$ cat src/lsw_pkg.sv
package lsw_pkg;

  // ==========================================
  // register map of the bus slave
  localparam int PADDR_W = 12;
  localparam logic [11:0] OFF_CTRL = 12'h000;
  localparam logic [11:0] OFF_PC = 12'h004;
  localparam logic [11:0] OFF_AXY = 12'h008;
  localparam logic [11:0] OFF_SPPSW = 12'h00c;
  localparam logic [11:0] OFF_STATUS = 12'h010;
  localparam int CTRL_RUN = 0;
  localparam int STAT_BUSY = 0;
  localparam int STAT_ERR = 1;
  localparam int STAT_OP = 8;

  // ==========================================
  // flag positions in the status byte
  localparam int PSW_N = 7;
  localparam int PSW_V = 6;
  localparam int PSW_G = 5;
  localparam int PSW_H = 3;
  localparam int PSW_Z = 1;
  localparam int PSW_C = 0;

  // ==========================================
  // values after reset and step sizes
  localparam logic [15:0] PC_RST = 16'h0000;
  localparam logic [7:0] A_RST = 8'h00;
  localparam logic [7:0] X_RST = 8'h00;
  localparam logic [7:0] Y_RST = 8'h00;
  localparam logic [7:0] SP_RST = 8'h00;
  localparam logic [7:0] PSW_RST = 8'h00;
  localparam logic [15:0] PC_STEP = 16'h0001;
  localparam logic [7:0] IDX_STEP = 8'h01;
  localparam logic [15:0] WORD_ONE = 16'h0001;
  localparam int CYC_W = 3;
  localparam logic [CYC_W-1:0] CYC_ONE = 3'h1;

  // ==========================================
  // types
  typedef enum logic [10:0] {
    ST_IDLE = 11'h001, ST_OPC = 11'h002, ST_OP1 = 11'h004, ST_OP2 = 11'h008,
    ST_PLO = 11'h010, ST_PHI = 11'h020, ST_RD = 11'h040, ST_RD2 = 11'h080,
    ST_WR = 11'h100, ST_WR2 = 11'h200, ST_PAD = 11'h400
  } lsw_state_e;

  typedef enum logic [4:0] {
    K_ILL, K_LDA, K_LDX, K_LDY, K_LDM, K_STA, K_STX, K_STY, K_TAX, K_TAY,
    K_MOVE_STACKPTR_TO_X, K_TXA, K_MOVE_X_TO_STACKPTR, K_TYA, K_XAX, K_XAY, K_XMA, K_XYX, K_WORD_ADD,
    K_WORD_SUBTRACT, K_WORD_COMPARE, K_WORD_INCREMENT, K_WORD_DECREMENT, K_WORD_LOAD_PAIR, K_WORD_STORE_PAIR
  } lsw_kind_e;

  typedef enum logic [3:0] {
    M_NONE, M_IMM, M_DP, M_DPX, M_DPY, M_ABS, M_ABSY, M_IX, M_IXP, M_INDX, M_INDY
  } lsw_mode_e;

  typedef struct packed {
    lsw_kind_e kind;
    lsw_mode_e mode;
    logic [1:0] bytes;
    logic [CYC_W-1:0] cycles;
  } lsw_dec_s;

  // ==========================================
  // opcode table: kind, mode, bytes, cycles
  function automatic lsw_dec_s lsw_decode(input logic [7:0] op);
    lsw_dec_s d;
    case (op)
      8'hc4: d = '{K_LDA, M_IMM, 2'h2, 3'h2};
      8'hc5: d = '{K_LDA, M_DP, 2'h2, 3'h3};
      8'hc6: d = '{K_LDA, M_DPX, 2'h2, 3'h4};
      8'hc7: d = '{K_LDA, M_ABS, 2'h3, 3'h4};
      8'hd5: d = '{K_LDA, M_ABSY, 2'h3, 3'h5};
      8'hd6: d = '{K_LDA, M_INDX, 2'h2, 3'h6};
      8'hd7: d = '{K_LDA, M_INDY, 2'h2, 3'h6};
      8'hd4: d = '{K_LDA, M_IX, 2'h1, 3'h3};
      8'hdb: d = '{K_LDA, M_IXP, 2'h1, 3'h4};
      8'he4: d = '{K_LDM, M_DP, 2'h3, 3'h5};
      8'h1e: d = '{K_LDX, M_IMM, 2'h2, 3'h2};
      8'hcc: d = '{K_LDX, M_DP, 2'h2, 3'h3};
      8'hcd: d = '{K_LDX, M_DPY, 2'h2, 3'h4};
      8'hdc: d = '{K_LDX, M_ABS, 2'h3, 3'h4};
      8'h3e: d = '{K_LDY, M_IMM, 2'h2, 3'h2};
      8'hc9: d = '{K_LDY, M_DP, 2'h2, 3'h3};
      8'hd9: d = '{K_LDY, M_DPX, 2'h2, 3'h4};
      8'hd8: d = '{K_LDY, M_ABS, 2'h3, 3'h4};
      8'he5: d = '{K_STA, M_DP, 2'h2, 3'h4};
      8'he6: d = '{K_STA, M_DPX, 2'h2, 3'h5};
      8'he7: d = '{K_STA, M_ABS, 2'h3, 3'h5};
      8'hf5: d = '{K_STA, M_ABSY, 2'h3, 3'h6};
      8'hf6: d = '{K_STA, M_INDX, 2'h2, 3'h7};
      8'hf7: d = '{K_STA, M_INDY, 2'h2, 3'h7};
      8'hf4: d = '{K_STA, M_IX, 2'h1, 3'h4};
      8'hfb: d = '{K_STA, M_IXP, 2'h1, 3'h4};
      8'hec: d = '{K_STX, M_DP, 2'h2, 3'h4};
      8'hed: d = '{K_STX, M_DPY, 2'h2, 3'h5};
      8'hfc: d = '{K_STX, M_ABS, 2'h3, 3'h5};
      8'he9: d = '{K_STY, M_DP, 2'h2, 3'h4};
      8'hf9: d = '{K_STY, M_DPX, 2'h2, 3'h5};
      8'hf8: d = '{K_STY, M_ABS, 2'h3, 3'h5};
      8'he8: d = '{K_TAX, M_NONE, 2'h1, 3'h2};
      8'h9f: d = '{K_TAY, M_NONE, 2'h1, 3'h2};
      8'hae: d = '{K_MOVE_STACKPTR_TO_X, M_NONE, 2'h1, 3'h2};
      8'hc8: d = '{K_TXA, M_NONE, 2'h1, 3'h2};
      8'h8e: d = '{K_MOVE_X_TO_STACKPTR, M_NONE, 2'h1, 3'h2};
      8'hbf: d = '{K_TYA, M_NONE, 2'h1, 3'h2};
      8'hee: d = '{K_XAX, M_NONE, 2'h1, 3'h4};
      8'hde: d = '{K_XAY, M_NONE, 2'h1, 3'h4};
      8'hbc: d = '{K_XMA, M_DP, 2'h2, 3'h5};
      8'had: d = '{K_XMA, M_DPX, 2'h2, 3'h6};
      8'hbb: d = '{K_XMA, M_IX, 2'h1, 3'h5};
      8'hfe: d = '{K_XYX, M_NONE, 2'h1, 3'h4};
      8'h1d: d = '{K_WORD_ADD, M_DP, 2'h2, 3'h5};
      8'h3d: d = '{K_WORD_SUBTRACT, M_DP, 2'h2, 3'h5};
      8'h5d: d = '{K_WORD_COMPARE, M_DP, 2'h2, 3'h4};
      8'hbd: d = '{K_WORD_DECREMENT, M_DP, 2'h2, 3'h6};
      8'h9d: d = '{K_WORD_INCREMENT, M_DP, 2'h2, 3'h6};
      8'h7d: d = '{K_WORD_LOAD_PAIR, M_DP, 2'h2, 3'h5};
      8'hdd: d = '{K_WORD_STORE_PAIR, M_DP, 2'h2, 3'h5};
      default: d = '{K_ILL, M_NONE, 2'h1, 3'h1};
    endcase
    return d;
  endfunction : lsw_decode

endpackage : lsw_pkg

$ cat src/lsw_word_alu.sv
`timescale 1ns/1ps
module lsw_word_alu #(
  parameter int W = 16 // operand width
) (
  input logic sub, // 1: a - b, 0: a + b
  input logic [W-1:0] a, // left operand
  input logic [W-1:0] b, // right operand
  output logic [W-1:0] res, // result
  output logic flag_n, // sign of result
  output logic flag_v, // signed overflow
  output logic flag_h, // carry out of bit W-5
  output logic flag_z, // result is zero
  output logic flag_c // carry out, or no borrow
);

  logic [W-1:0] bb;
  logic [W:0] sum;

  // subtraction as a + ~b + 1, so carry means no borrow
  assign bb = sub ? ~b : b;
  assign sum = {1'b0, a} + {1'b0, bb} + {{W{1'b0}}, sub};
  assign res = sum[W-1:0];
  assign flag_n = sum[W-1];
  assign flag_v = (a[W-1] == bb[W-1]) && (sum[W-1] != a[W-1]);
  assign flag_h = a[W-4] ^ bb[W-4] ^ sum[W-4];
  assign flag_z = (sum[W-1:0] == {W{1'b0}});
  assign flag_c = sum[W];

endmodule : lsw_word_alu

$ cat src/lsw_core.sv
`timescale 1ns/1ps
// Summary of operation
// - load accumulator, set N Z, auto-increment X in the (X)+ mode only
// - immediate to memory, three bytes, five cycles
// - store accumulator, flags kept, indirect seven cycles
// - store accumulator at X, then X plus one
// - store X in three modes, flags kept
// - store Y in three modes, flags kept
// - copy accumulator into X or Y, N Z
// - copy X or Y into accumulator, N Z
// - stack pointer to X and back, N Z
// - swap accumulator with X or Y, four cycles
// - swap accumulator with memory, N Z
// - swap X and Y, four cycles, flags kept
// - word add pair into Y:A, N V H Z C
// - word subtract pair from Y:A, N V H Z C
// - word compare sets N Z C only
// - word decrement in memory, N Z, six cycles
// - word increment in memory, N Z, six cycles
// - word store keeps flags, word load sets N Z
module lsw_core (
  input logic clk, // system clock
  input logic rst, // synchronous reset, active high
  input logic psel, // apb select
  input logic penable, // apb access phase
  input logic pwrite, // apb direction, 1 = write
  input logic [lsw_pkg::PADDR_W-1:0] paddr, // apb byte address
  input logic [31:0] pwdata, // apb write data
  input logic [3:0] pstrb, // apb byte lanes
  output logic [31:0] prdata, // apb read data
  output logic pready, // apb transfer done
  output logic pslverr, // apb error answer
  output logic [15:0] mem_addr, // core bus address
  output logic mem_rd, // core bus read strobe
  output logic mem_wr, // core bus write strobe
  output logic [7:0] mem_wdata, // core bus write data
  input logic [7:0] mem_rdata // core bus read data, same cycle
);
  import lsw_pkg::*;

  // ==========================================
  // state
  typedef struct packed {
    lsw_state_e st;
    lsw_dec_s dec;
    logic [CYC_W-1:0] cyc;
    logic [15:0] pc;
    logic [7:0] a;
    logic [7:0] x;
    logic [7:0] y;
    logic [7:0] sp;
    logic [7:0] psw;
    logic [7:0] b1;
    logic [7:0] b2;
    logic [7:0] vlo;
    logic [7:0] vhi;
    logic [15:0] ea;
    logic run;
    logic err;
    logic [7:0] last_op;
    logic [15:0] maddr;
    logic mrd;
    logic mwr;
    logic [7:0] mwd;
    logic rdy;
    logic slverr;
    logic [31:0] rdata;
  } lsw_core_s;

  lsw_core_s s;
  lsw_core_s n;
  lsw_dec_s dd;
  lsw_state_e nxt;
  logic done;
  logic last;
  logic busy;
  logic acc_prep;
  logic acc_do;
  logic hit;
  logic [31:0] rmux;
  logic [31:0] wv;
  logic [7:0] opnd_lo;
  logic [7:0] opnd_hi;
  logic [7:0] pofs;
  logic alu_sub;
  logic [15:0] alu_a;
  logic [15:0] alu_b;
  logic [15:0] alu_res;
  logic alu_n;
  logic alu_v;
  logic alu_h;
  logic alu_z;
  logic alu_c;

  // ==========================================
  // helpers
  function automatic logic rd_word(input lsw_kind_e k);
    return k inside {K_WORD_ADD, K_WORD_SUBTRACT, K_WORD_COMPARE, K_WORD_INCREMENT, K_WORD_DECREMENT, K_WORD_LOAD_PAIR};
  endfunction : rd_word

  function automatic logic wr_word(input lsw_kind_e k);
    return k inside {K_WORD_INCREMENT, K_WORD_DECREMENT, K_WORD_STORE_PAIR};
  endfunction : wr_word

  function automatic logic needs_rd(input lsw_dec_s d);
    return ((d.kind inside {K_LDA, K_LDX, K_LDY}) && (d.mode != M_IMM)) ||
           (d.kind == K_XMA) || rd_word(d.kind);
  endfunction : needs_rd

  function automatic logic needs_wr(input lsw_kind_e k);
    return k inside {K_STA, K_STX, K_STY, K_LDM, K_XMA, K_WORD_INCREMENT, K_WORD_DECREMENT, K_WORD_STORE_PAIR};
  endfunction : needs_wr

  // bus phases still owed after the operand phase
  function automatic lsw_state_e after_rd(input lsw_dec_s d);
    return needs_wr(d.kind) ? ST_WR : ST_PAD;
  endfunction : after_rd

  function automatic lsw_state_e after_ptr(input lsw_dec_s d);
    return needs_rd(d) ? ST_RD : after_rd(d);
  endfunction : after_ptr

  function automatic lsw_state_e after_ops(input lsw_dec_s d);
    return (d.mode inside {M_INDX, M_INDY}) ? ST_PLO : after_ptr(d);
  endfunction : after_ops

  function automatic lsw_state_e next_step(input lsw_state_e st, input lsw_dec_s d);
    lsw_state_e r;
    case (st)
      ST_OPC: r = (d.bytes != 2'h1) ? ST_OP1 : after_ops(d);
      ST_OP1: r = (d.bytes == 2'h3) ? ST_OP2 : after_ops(d);
      ST_OP2: r = after_ops(d);
      ST_PLO: r = ST_PHI;
      ST_PHI: r = after_ptr(d);
      ST_RD: r = rd_word(d.kind) ? ST_RD2 : after_rd(d);
      ST_RD2: r = after_rd(d);
      ST_WR: r = wr_word(d.kind) ? ST_WR2 : ST_PAD;
      default: r = ST_PAD;
    endcase
    return r;
  endfunction : next_step

  // direct page: page picked by the G flag
  function automatic logic [15:0] dp(input logic [7:0] p, input logic [7:0] o);
    return {7'h00, p[PSW_G], o};
  endfunction : dp

  function automatic logic [7:0] nz8(input logic [7:0] p, input logic [7:0] v);
    logic [7:0] r;
    r = p;
    r[PSW_N] = v[7];
    r[PSW_Z] = (v == 8'h00);
    return r;
  endfunction : nz8

  function automatic logic [7:0] nz16(input logic [7:0] p, input logic [15:0] v);
    logic [7:0] r;
    r = p;
    r[PSW_N] = v[15];
    r[PSW_Z] = (v == 16'h0000);
    return r;
  endfunction : nz16

  function automatic logic [15:0] eff_addr(input lsw_core_s c);
    logic [15:0] r;
    case (c.dec.mode)
      M_DPX: r = dp(c.psw, c.b1 + c.x);
      M_DPY: r = dp(c.psw, c.b1 + c.y);
      M_ABS: r = {c.b2, c.b1};
      M_ABSY: r = {c.b2, c.b1} + {8'h00, c.y};
      M_IX, M_IXP: r = dp(c.psw, c.x);
      M_INDX, M_INDY: r = c.ea;
      default: r = dp(c.psw, c.b1);
    endcase
    return r;
  endfunction : eff_addr

  function automatic logic [31:0] wmerge(input logic [31:0] o, input logic [31:0] w,
                                         input logic [3:0] st);
    logic [31:0] r;
    r = o;
    for (int i = 0; i < 4; i++) begin
      if (st[i]) begin
        r[8*i +: 8] = w[8*i +: 8];
      end
    end
    return r;
  endfunction : wmerge

  // ==========================================
  // word arithmetic
  assign opnd_lo = (s.st == ST_RD || s.st == ST_OP1) ? mem_rdata : s.vlo;
  assign opnd_hi = (s.st == ST_RD2) ? mem_rdata : s.vhi;
  assign alu_sub = s.dec.kind inside {K_WORD_SUBTRACT, K_WORD_COMPARE, K_WORD_DECREMENT};
  assign alu_a = (s.dec.kind inside {K_WORD_INCREMENT, K_WORD_DECREMENT}) ? {opnd_hi, opnd_lo} : {s.y, s.a};
  assign alu_b = (s.dec.kind inside {K_WORD_INCREMENT, K_WORD_DECREMENT}) ? WORD_ONE : {opnd_hi, opnd_lo};

  lsw_word_alu #(
    .W(16)
  ) u_alu (
    .sub(alu_sub),
    .a(alu_a),
    .b(alu_b),
    .res(alu_res),
    .flag_n(alu_n),
    .flag_v(alu_v),
    .flag_h(alu_h),
    .flag_z(alu_z),
    .flag_c(alu_c)
  );

  // ==========================================
  // next state
  always_comb begin
    n = s;
    wv = 32'h0000_0000;
    rmux = 32'h0000_0000;
    hit = 1'b1;
    dd = (s.st == ST_OPC) ? lsw_decode(mem_rdata) : s.dec;
    nxt = next_step(s.st, dd);
    done = (nxt == ST_PAD);
    last = done && (s.cyc == dd.cycles - CYC_ONE);
    busy = s.run | (s.st != ST_IDLE);

    // apb slave, one wait state
    acc_prep = psel & penable & ~s.rdy;
    acc_do = psel & penable & s.rdy;
    case (paddr)
      OFF_CTRL: rmux[CTRL_RUN] = s.run;
      OFF_PC: rmux[15:0] = s.pc;
      OFF_AXY: rmux[23:0] = {s.y, s.x, s.a};
      OFF_SPPSW: rmux[15:0] = {s.psw, s.sp};
      OFF_STATUS: begin
        rmux[STAT_BUSY] = busy;
        rmux[STAT_ERR] = s.err;
        rmux[STAT_OP +: 8] = s.last_op;
      end
      default: hit = 1'b0;
    endcase
    n.rdy = acc_prep;
    n.slverr = acc_prep & (~hit | (pwrite & busy & (paddr inside {OFF_PC, OFF_AXY, OFF_SPPSW})));
    n.rdata = (acc_prep & ~pwrite & hit) ? rmux : 32'h0000_0000;
    if (acc_do && pwrite && !s.slverr) begin
      wv = wmerge(rmux, pwdata, pstrb);
      case (paddr)
        OFF_CTRL: n.run = wv[CTRL_RUN];
        OFF_PC: n.pc = wv[15:0];
        OFF_AXY: {n.y, n.x, n.a} = wv[23:0];
        OFF_SPPSW: {n.psw, n.sp} = wv[15:0];
        OFF_STATUS: begin
          if (pstrb[0] && pwdata[STAT_ERR]) begin
            n.err = 1'b0;
          end
        end
        default: n.run = s.run;
      endcase
    end

    // capture what the bus returned this cycle
    case (s.st)
      ST_OPC: begin
        n.dec = dd;
        n.last_op = mem_rdata;
        n.pc = s.pc + PC_STEP;
      end
      ST_OP1: begin
        n.b1 = mem_rdata;
        n.vlo = mem_rdata;
        n.pc = s.pc + PC_STEP;
      end
      ST_OP2: begin
        n.b2 = mem_rdata;
        n.pc = s.pc + PC_STEP;
      end
      ST_PLO: n.ea[7:0] = mem_rdata;
      ST_PHI: begin
        if (s.dec.mode == M_INDY) begin
          n.ea = {mem_rdata, s.ea[7:0]} + {8'h00, s.y};
        end else begin
          n.ea = {mem_rdata, s.ea[7:0]};
        end
      end
      ST_RD: n.vlo = mem_rdata;
      ST_RD2: n.vhi = mem_rdata;
      default: n.cyc = s.cyc;
    endcase

    // sequencing and commit
    if (s.st == ST_IDLE) begin
      if (s.run) begin
        n.st = ST_OPC;
        n.cyc = '0;
      end
    end else if (s.st == ST_OPC && dd.kind == K_ILL) begin
      // unknown opcode: halt with pc on it
      n.st = ST_IDLE;
      n.pc = s.pc;
      n.run = 1'b0;
      n.err = 1'b1;
    end else if (last) begin
      n.st = n.run ? ST_OPC : ST_IDLE;
      n.cyc = '0;
      case (dd.kind)
        K_LDA: begin
          n.a = opnd_lo;
          n.psw = nz8(s.psw, opnd_lo);
        end
        K_LDX: begin
          n.x = opnd_lo;
          n.psw = nz8(s.psw, opnd_lo);
        end
        K_LDY: begin
          n.y = opnd_lo;
          n.psw = nz8(s.psw, opnd_lo);
        end
        K_TAX: begin
          n.x = s.a;
          n.psw = nz8(s.psw, s.a);
        end
        K_TAY: begin
          n.y = s.a;
          n.psw = nz8(s.psw, s.a);
        end
        K_TXA: begin
          n.a = s.x;
          n.psw = nz8(s.psw, s.x);
        end
        K_TYA: begin
          n.a = s.y;
          n.psw = nz8(s.psw, s.y);
        end
        K_MOVE_STACKPTR_TO_X: begin
          n.x = s.sp;
          n.psw = nz8(s.psw, s.sp);
        end
        K_MOVE_X_TO_STACKPTR: begin
          n.sp = s.x;
          n.psw = nz8(s.psw, s.x);
        end
        K_XAX: begin
          n.a = s.x;
          n.x = s.a;
        end
        K_XAY: begin
          n.a = s.y;
          n.y = s.a;
        end
        K_XYX: begin
          n.x = s.y;
          n.y = s.x;
        end
        K_XMA: begin
          n.a = opnd_lo;
          n.psw = nz8(s.psw, opnd_lo);
        end
        K_WORD_ADD, K_WORD_SUBTRACT: begin
          {n.y, n.a} = alu_res;
          n.psw[PSW_N] = alu_n;
          n.psw[PSW_V] = alu_v;
          n.psw[PSW_H] = alu_h;
          n.psw[PSW_Z] = alu_z;
          n.psw[PSW_C] = alu_c;
        end
        K_WORD_COMPARE: begin
          n.psw[PSW_N] = alu_n;
          n.psw[PSW_Z] = alu_z;
          n.psw[PSW_C] = alu_c;
        end
        K_WORD_INCREMENT, K_WORD_DECREMENT: n.psw = nz16(s.psw, alu_res);
        K_WORD_LOAD_PAIR: begin
          {n.y, n.a} = {opnd_hi, opnd_lo};
          n.psw = nz16(s.psw, {opnd_hi, opnd_lo});
        end
        default: n.psw = s.psw;
      endcase
      if (dd.mode == M_IXP) begin
        n.x = s.x + IDX_STEP;
      end
    end else begin
      n.st = done ? ST_PAD : nxt;
      n.cyc = s.cyc + CYC_ONE;
    end

    // bus request for the coming cycle
    pofs = (n.dec.mode == M_INDX) ? n.b1 + n.x : n.b1;
    n.mrd = 1'b0;
    n.mwr = 1'b0;
    n.mwd = 8'h00;
    n.maddr = n.pc;
    case (n.st)
      ST_OPC, ST_OP1, ST_OP2: n.mrd = 1'b1;
      ST_PLO: begin
        n.mrd = 1'b1;
        n.maddr = dp(n.psw, pofs);
      end
      ST_PHI: begin
        n.mrd = 1'b1;
        n.maddr = dp(n.psw, pofs + IDX_STEP);
      end
      ST_RD: begin
        n.mrd = 1'b1;
        n.maddr = eff_addr(n);
      end
      ST_RD2: begin
        n.mrd = 1'b1;
        n.maddr = dp(n.psw, n.b1 + IDX_STEP);
      end
      ST_WR: begin
        n.mwr = 1'b1;
        n.maddr = eff_addr(n);
        case (n.dec.kind)
          K_STX: n.mwd = n.x;
          K_STY: n.mwd = n.y;
          K_LDM: n.mwd = n.b2;
          K_WORD_INCREMENT, K_WORD_DECREMENT: n.mwd = alu_res[7:0];
          default: n.mwd = n.a;
        endcase
      end
      ST_WR2: begin
        n.mwr = 1'b1;
        n.maddr = dp(n.psw, n.b1 + IDX_STEP);
        n.mwd = (n.dec.kind == K_WORD_STORE_PAIR) ? n.y : alu_res[15:8];
      end
      default: n.mrd = 1'b0;
    endcase
  end

  // ==========================================
  // registers
  always_ff @(posedge clk) begin
    if (rst) begin
      s <= '0;
      s.st <= ST_IDLE;
      s.pc <= PC_RST;
      s.a <= A_RST;
      s.x <= X_RST;
      s.y <= Y_RST;
      s.sp <= SP_RST;
      s.psw <= PSW_RST;
    end else begin
      s <= n;
    end
  end

  assign prdata = s.rdata;
  assign pready = s.rdy;
  assign pslverr = s.slverr;
  assign mem_addr = s.maddr;
  assign mem_rd = s.mrd;
  assign mem_wr = s.mwr;
  assign mem_wdata = s.mwd;

endmodule : lsw_core

$ cat config.mk
export PLATFORM = sky130hd
export DESIGN_NAME = lsw_core
export DESIGN_NICKNAME = d
export VERILOG_FILES = /design/src/lsw_pkg.sv /design/src/lsw_word_alu.sv /design/src/lsw_core.sv
export SDC_FILE = /design/constraint.sdc
export NUM_CORES = 1
export LEC_CHECK = 0
export ABC_AREA = 1
export BUFFER_PORTS_ARGS = -buffer_cell sky130_fd_sc_hd__buf_2
export CAP_MARGIN = 30
export CORE_ASPECT_RATIO = 1.5
export CORE_MARGIN = 10
export CORE_UTILIZATION = 50
export DETAILED_ROUTE_END_ITERATION = 12
export HOLD_SLACK_MARGIN = 0.08
export PLACE_DENSITY = 0.71
export REMOVE_ABC_BUFFERS = 1
export SETUP_SLACK_MARGIN = 0.05
export SLEW_MARGIN = 20
export SYNTH_ARGS = -nofsm -noshare
export SYNTH_HDL_FRONTEND = slang
export SYNTH_SLANG_ARGS = --single-unit
$ cat constraint.sdc
create_clock -name clk -period 5.7 [get_ports clk]
set_input_delay 0.57 -clock clk [delete_from_list [all_inputs] [get_ports clk]]
set_output_delay 0.57 -clock clk [all_outputs]
set_load 0.1 [all_outputs]
==> results of run 1 <==
sequential cells by signal (all words and copies together), names as in the netlist:
| signal | flops |
|---|---|
| mem_addr | 16 |
| mem_rd | 1 |
| mem_wdata | 8 |
| mem_wr | 1 |
| prdata | 24 |
| pready | 1 |
| pslverr | 1 |
| s | 142 |
cells in the mapped netlist, types with 14 or more instances:
cell type and n:
a21oi_1 149, o211ai_1 28, inv_1 292, o22ai_1 60, ha_1 45, o21ai_1 21
nand2_1 529, or2_2 14, o21ai_0 225, buf_4 60, dfxtp_1 194, nor2_1 352
nor2_2 14, nand3_1 98, nor3_1 58, nand2_2 23, nor4_1 23, inv_2 26
nand4_1 37, clkbuf_1 55, xor2_1 47
what timing repair did:
item / in CTS / in global routing
gates cloned: 1 / 0
resized for setup: 97 / 117
endpoints found under the hold margin: 0 / 0
pin swaps: 41 / 72
endpoints found under the setup margin: 14 / 15
buffers inserted: 17 / 24
logic make-up after synthesis:
logic type,count (synthesis),synth area share
other,1,0.0002408
and+or+nand+nor,1183,0.3289
muxes,2,0.001286
DFF,194,0.2494
AOI/OAI and AO/OA,578,0.2185
buffers and inverters,454,0.1277
xor gates and xnor gates,58,0.03262
adders and majority gates,49,0.04130
worst min-delay path by stage:
stage               startpoint  endpoint
CTS                     pwrite   pslverr
detailed placement       s[66]     s[66]
finish                 penable    pready
global route           penable    pready
floorplan               s[120]    s[120]
global placement        pready    pready
where the power goes:
part | leakage, nW | total (mW) | switching [mW] | internal, mW
registers | 1.56 | 1.36 | 0.00350 | 1.36
clock network | 0.296 | 1.31 | 0.601 | 0.713
logic | 8.35 | 0.276 | 0.193 | 0.0827
final cells by class:
| class | instances | area share |
|---|---|---|
| repair buffers | 593 | 0.2057 |
| clock inverters | 11 | 0.007027 |
| diodes | 3 | 0.0003573 |
| inverters | 324 | 0.05800 |
| multi-input cells | 1878 | 0.4983 |
| flip-flops and latches | 194 | 0.1850 |
| clock buffers | 19 | 0.02156 |
| well taps | 405 | 0.02412 |
tightest hold or removal path: stages:
cell	delay, ns
buf_2	0.09
nand2_1	0.08
nor3_1	0.06
stage by stage:
stage | util | hold WS (ns) | setup WS [ns] | setup TNS (ns)
6_report | 0.6791 | 0.3939 | -0.4854 | -2.734
5_1_grt | 0.6789 | 0.4041 | -0.7619 | -5.714
4_1_cts | 0.6577 | 0.3820 | -0.1088 | -0.3256
3_5_place_dp | 0.6232 | 0.4561 | -0.8330 | -8.199
3_3_place_gp | 0.6230 | 0.4410 | -0.6191 | -5.866
2_1_floorplan | - | 0.4318 | -0.9546 | -7.798
layer usage:
layer / GRT usage / up-vias / routed length (um)
li1: - / 9279 / -
met2: 0.6576 / 1470 / 38450
met3: 0.08368 / 489 / 7829
met4: 0.3926 / 2 / 9237
met1: 0.4198 / 9509 / 27290
met5: 0 / - / 10
==> out/metrics.cfg, run 1 <==
[worst_setup_path]
cp_max_fo = 6
ff2ff_setup_slack_ns = -0.49
cp.depth = 41
cp_slowest_cell = ha_1
r2r_cells = 41
endpoint = mem_addr[15]
arrival_ns = 6.51
setup.worst_path.end_class = register
cp_top_family = compound AO/OA/AOI/OAI gates
critPathKind = register to register
path_common_cell = a21oi_2
path_buf_inv = 6
required_ns = 6.03
cp_slowest_stage_delay_ns = 0.35
critPathLaunchType = register
r2r-end = mem_addr[15]
timing.rr.start = s[200]
startpoint = s[200]

[power_and_ir_drop]
cellPowerDensity_mw_per_mm2 = 140.5
power.total_mw = 2.953
peakVddDrop_uv = 156.3
power_leakage_nw = 10.21

[synthesis]
ys_types = 67
yosysTopAreaCellShare = 0.2494
synthTopCellsByArea = dfxtp_1 (25%), nand2_1 (13%), nor2_1 (8.5%), o21ai_0 (7.2%), inv_1 (7.0%)
synth.avg_cell_area_sq_um = 6.182
synthFlopType = dfxtp_1
postSynthCellCount = 2519
yosysWarnings = 0
syn_area_sq_mm = 0.01557
synthArstFlopShare = 0
ys_ff_latch = 194
seq_area_frac_synth = 0.2494
yosys.area.top_type = dfxtp_1
synth-edff-count = 0

[sta]
fin_ws_ns = -0.4854
finalCritPeriodShare = 1.085
finalHoldViolCount = 0
slew_headroom = 0.1791
rsz0062_at_grt = yes
fin_skew_ns = 0.01314
layout_min_cycle_time_ns = 6.185
clock.fmax_mhz = 161.7
drv_slew = 0
tightest_slew_ns = 1.218
setup_viol = 11

[detailed_routing]
antenna_left = 0
post_drt_wl_per_cell_um = 24.17
vias_per_cell = 6.055
route.detailed.drc = 0
drt_iter0_drc = 2212
wl_um = 82820
vias = 20750
drt_pass1_iterations = 7

[clocking]
cts_tree = yes
path_clk_slew_ns = 0.08
ctsRootBufferMaster = clkbuf_16
numClockSinks = 194
cts_hold_repair.buffers = 0
clock_latency_ns = 0.47
max-clock-path-buffers = 2
numCtsBuffers = 17
cts_max_level = 4

[cells_and_area]
layout_commonest_cell = nand2_1
fillers = 2674
multiInputGateArea_sq_mm = 0.01047
layout_common_cells = nand2_1 (506), buf_4 (470), nor2_1 (328)
nNetsFinal = 3118
drive_gt1_frac = 0.2955
regArea_sq_mm = 0.003886
fin_cells = 3427
area_growth_pct = 34.91
finish.instance_area_sq_mm = 0.02101

[placed_design]
place_area_sq_mm = 0.01928
place_inst = 3350
post-dp-hpwl_um = 64040
place_congestion = 1.117
port_buffers = 103

[outcome]
violations = setup timing
run_status = finished with violations

[die]
fp.dieArea_sq_mm = 0.03875
top_level_ports = 121
dieWidth_um = 164.1
start_util = 0.5034
core_area_sq_mm = 0.03094
dieHeight_um = 236.2
rows = 79

[global_route]
grt-ovfl-total = 0
grt_pass1_wl_um = 118400
grt_max_degree = 80
grt_pass1_vias = 19740
grt.total_usage = 0.4050
antenna_found_initial = 3

[run]
maxCapViolCount = 0

[hold_path]
whs_path_depth = 3
hp-class = input pin to register

No activity file was read; power rests on OpenSTA's default activity.
==> run 2: changes to the inputs <==
--- a/config.mk
+++ b/config.mk
@@ -13,6 +13,7 @@
 export CORE_UTILIZATION = 50
 export DETAILED_ROUTE_END_ITERATION = 12
 export HOLD_SLACK_MARGIN = 0.08
+export MAX_ROUTING_LAYER = met4
 export PLACE_DENSITY = 0.71
 export REMOVE_ABC_BUFFERS = 1
 export SETUP_SLACK_MARGIN = 0.05
==> run 2 against run 1 <==
  * The flow still finishes with violations (setup timing)
  * Clock power shrank 4%
  * Combinational power grew 3%
  * Design area increased by 1.7%
  * Die area did not move
  * Register-to-register slack better by 0.14 ns
  * Via count increased by 0.57%
  * Count of clock-buffer cells in the layout fell by 2
  * Wire length up 2.3%
  * Cell count grew 0.58%
  * Global-route usage increased by 1.5 points
  * Sequential cell count unchanged
  * Hold slack worse by 0.023 ns
  * Critical path type unchanged
  * Highest routed layer is now met4
==> out/metrics.cfg, run 2 (synthesized netlist as in run 1, its figures left out) <==
[outcome]
run_status = finished with violations
violations = setup timing

[placed_design]
pre_cts_ws_ns = -0.6683
post-dp-hpwl_um = 63840
place_congestion = 1.152
port_buffers = 103

[cells_and_area]
top_register = s
area_growth_pct = 37.16
layout_common_cells = nand2_1 (494), buf_4 (491), nor2_1 (325)
layout_commonest_cell = nand2_1
fillers = 2667
drive_gt1_frac = 0.3135
regArea_sq_mm = 0.003891
largest_register_ff_count = 142
multiInputGateArea_sq_mm = 0.01070
nNetsFinal = 3138

[global_route]
grt.total_usage = 0.4204
grt_pass1_wl_um = 119400
grt_pass1_vias = 19680
grt-ovfl-total = 0
antenna_found_initial = 3
grt_max_degree = 55

[die]
dieWidth_um = 164.1
core_area_sq_mm = 0.03094
fp.dieArea_sq_mm = 0.03875
dieHeight_um = 236.2
start_util = 0.5034
top_level_ports = 121
rows = 79

[sta]
drv_slew = 0
slew_headroom = 0.2316
finalCritPeriodShare = 1.061
finalHoldViolCount = 0
fin_skew_ns = 0.01108
rsz0062_at_grt = yes
fin_ws_ns = -0.3472
layout_min_cycle_time_ns = 6.047
hold_ws_ns = 0.3705
tightest_slew_ns = 1.141
setup_viol = 13
clock.fmax_mhz = 165.4

[worst_setup_path]
arrival_ns = 6.43
required_ns = 6.09
cp_max_fo = 6
timing.rr.start = s[200]
critPathKind = register to register
setup.worst_path.end_class = register
r2r-end = mem_addr[14]
critPathLaunchType = register
cp_slowest_stage_delay_ns = 0.35
ff2ff_setup_slack_ns = -0.35
startpoint = s[200]
cp_slowest_cell = dfxtp_1
r2r_cells = 37

[power_and_ir_drop]
cellPowerDensity_mw_per_mm2 = 136.0
clkPwrFrac = 0.433
combPwrFrac = 0.098
p_seq_frac = 0.469
swShare = 0.2909
power.internal_mw = 2.060
power_leakage_nw = 10.36
switching_power_uw = 844.8
peakVddDrop_uv = 203.6

[clocking]
max-clock-path-buffers = 2
cts_max_level = 4
cts_hold_repair.buffers = 0
path_clk_slew_ns = 0.07
clock_latency_ns = 0.48
numClockSinks = 194
cts_tree = yes
numCtsBuffers = 17
ctsRootBufferMaster = clkbuf_16

[hold_path]
whs_endpoint = pready
worstHoldStart = penable
whs_path_depth = 3
hp-class = input pin to register

[detailed_routing]
drt_iter0_drc = 2669
antenna_left = 0
vias_per_cell = 6.054
post_drt_wl_per_cell_um = 24.58
wl_um = 84710
vias = 20870
drt_pass1_iterations = 9
route.detailed.drc = 0

[run]
maxCapViolCount = 0

-- run 2: cell types whose count changed in the layout (fill, tap and decap cells not counted), moves of 6 or more --
cell | previous run | this run
buf_4 | 470 | 491
nand2_1 | 506 | 494
nor2_4 | 14 | 24
inv_1 | 286 | 278
nor2_2 | 30 | 23
nand2_2 | 40 | 46
-- run 2: cell type report --
class,count,area share
Clock buffer,17,0.01992
Inverter,324,0.05758
Clock inverter,14,0.007029
Multi-Input combinational cell,1878,0.5010
Timing Repair Buffer,613,0.2084
Sequential cell,194,0.1822
Tap cell,405,0.02372
Antenna cell,2,0.0002343
-- run 2: critical path: cells and delay by family (launching register included) --
kind	cells	cell delay, ns
and+or+nand+nor	15	2.03
buffers and inverters	4	0.54
xor gates and xnor gates	3	0.57
DFF	1	0.35
adders and majority gates	2	0.65
AOI/OAI and AO/OA	13	1.78
-- run 2: power groups by stage --
stage / clock [mW] / sequential, mW / combinational [mW]
after global placement: 0 / 1.39 / 0.248
after global routing: 1.30 / 1.36 / 0.293
after CTS: 1.25 / 1.36 / 0.261
final: 1.26 / 1.36 / 0.285
after floorplan: 0 / 1.40 / 0.0952
after detailed placement: 0 / 1.39 / 0.251
-- run 2: metrics by stage --
stage / setup TNS, ns / instance area [sq um] / std cells / total power, mW / util
floorplan: -7.798 / 14830 / 2396 / 1.497 / -
global placement: -4.995 / 19200 / 3344 / 1.641 / 0.6206
detailed placement: -6.705 / 19220 / 3347 / 1.644 / 0.6211
CTS: -0.001236 / 20440 / 3420 / 2.871 / 0.6608
global route: -5.429 / 21360 / 3447 / 2.954 / 0.6904
finish: -2.686 / 21360 / 3447 / 2.904 / 0.6904
-- run 2: how the worst max path moves through the flow --
| stage | endpoint | slack, ns |
|---|---|---|
| 6_report | mem_addr[14] | -0.35 |
| 5_1_grt | mem_addr[14] | -0.58 |
| 2_1_floorplan | mem_addr[15] | -0.95 |
| 4_1_cts | mem_addr[15] | -0.001 |
| 3_5_place_dp | mem_addr[6] | -0.67 |
| 3_3_place_gp | mem_addr[5] | -0.62 |
-- run 2: timing repair --
| item | CTS | global route |
|---|---|---|
| setup endpoints to repair | 13 | 16 |
| gates resized for setup | 104 | 186 |
| buffers inserted | 41 | 26 |
| cloned | 1 | 0 |
| pin swaps | 45 | 104 |
-- run 2: per-layer routing --
layer | global-route usage | wire, um | up-vias
li1 | - | - | 9316
met1 | 0.4287 | 27940 | 9466
met2 | 0.6686 | 38610 | 1527
met3 | 0.08037 | 7969 | 558
met4 | 0.3812 | 10190 | 0
met5 | - | 0 | -
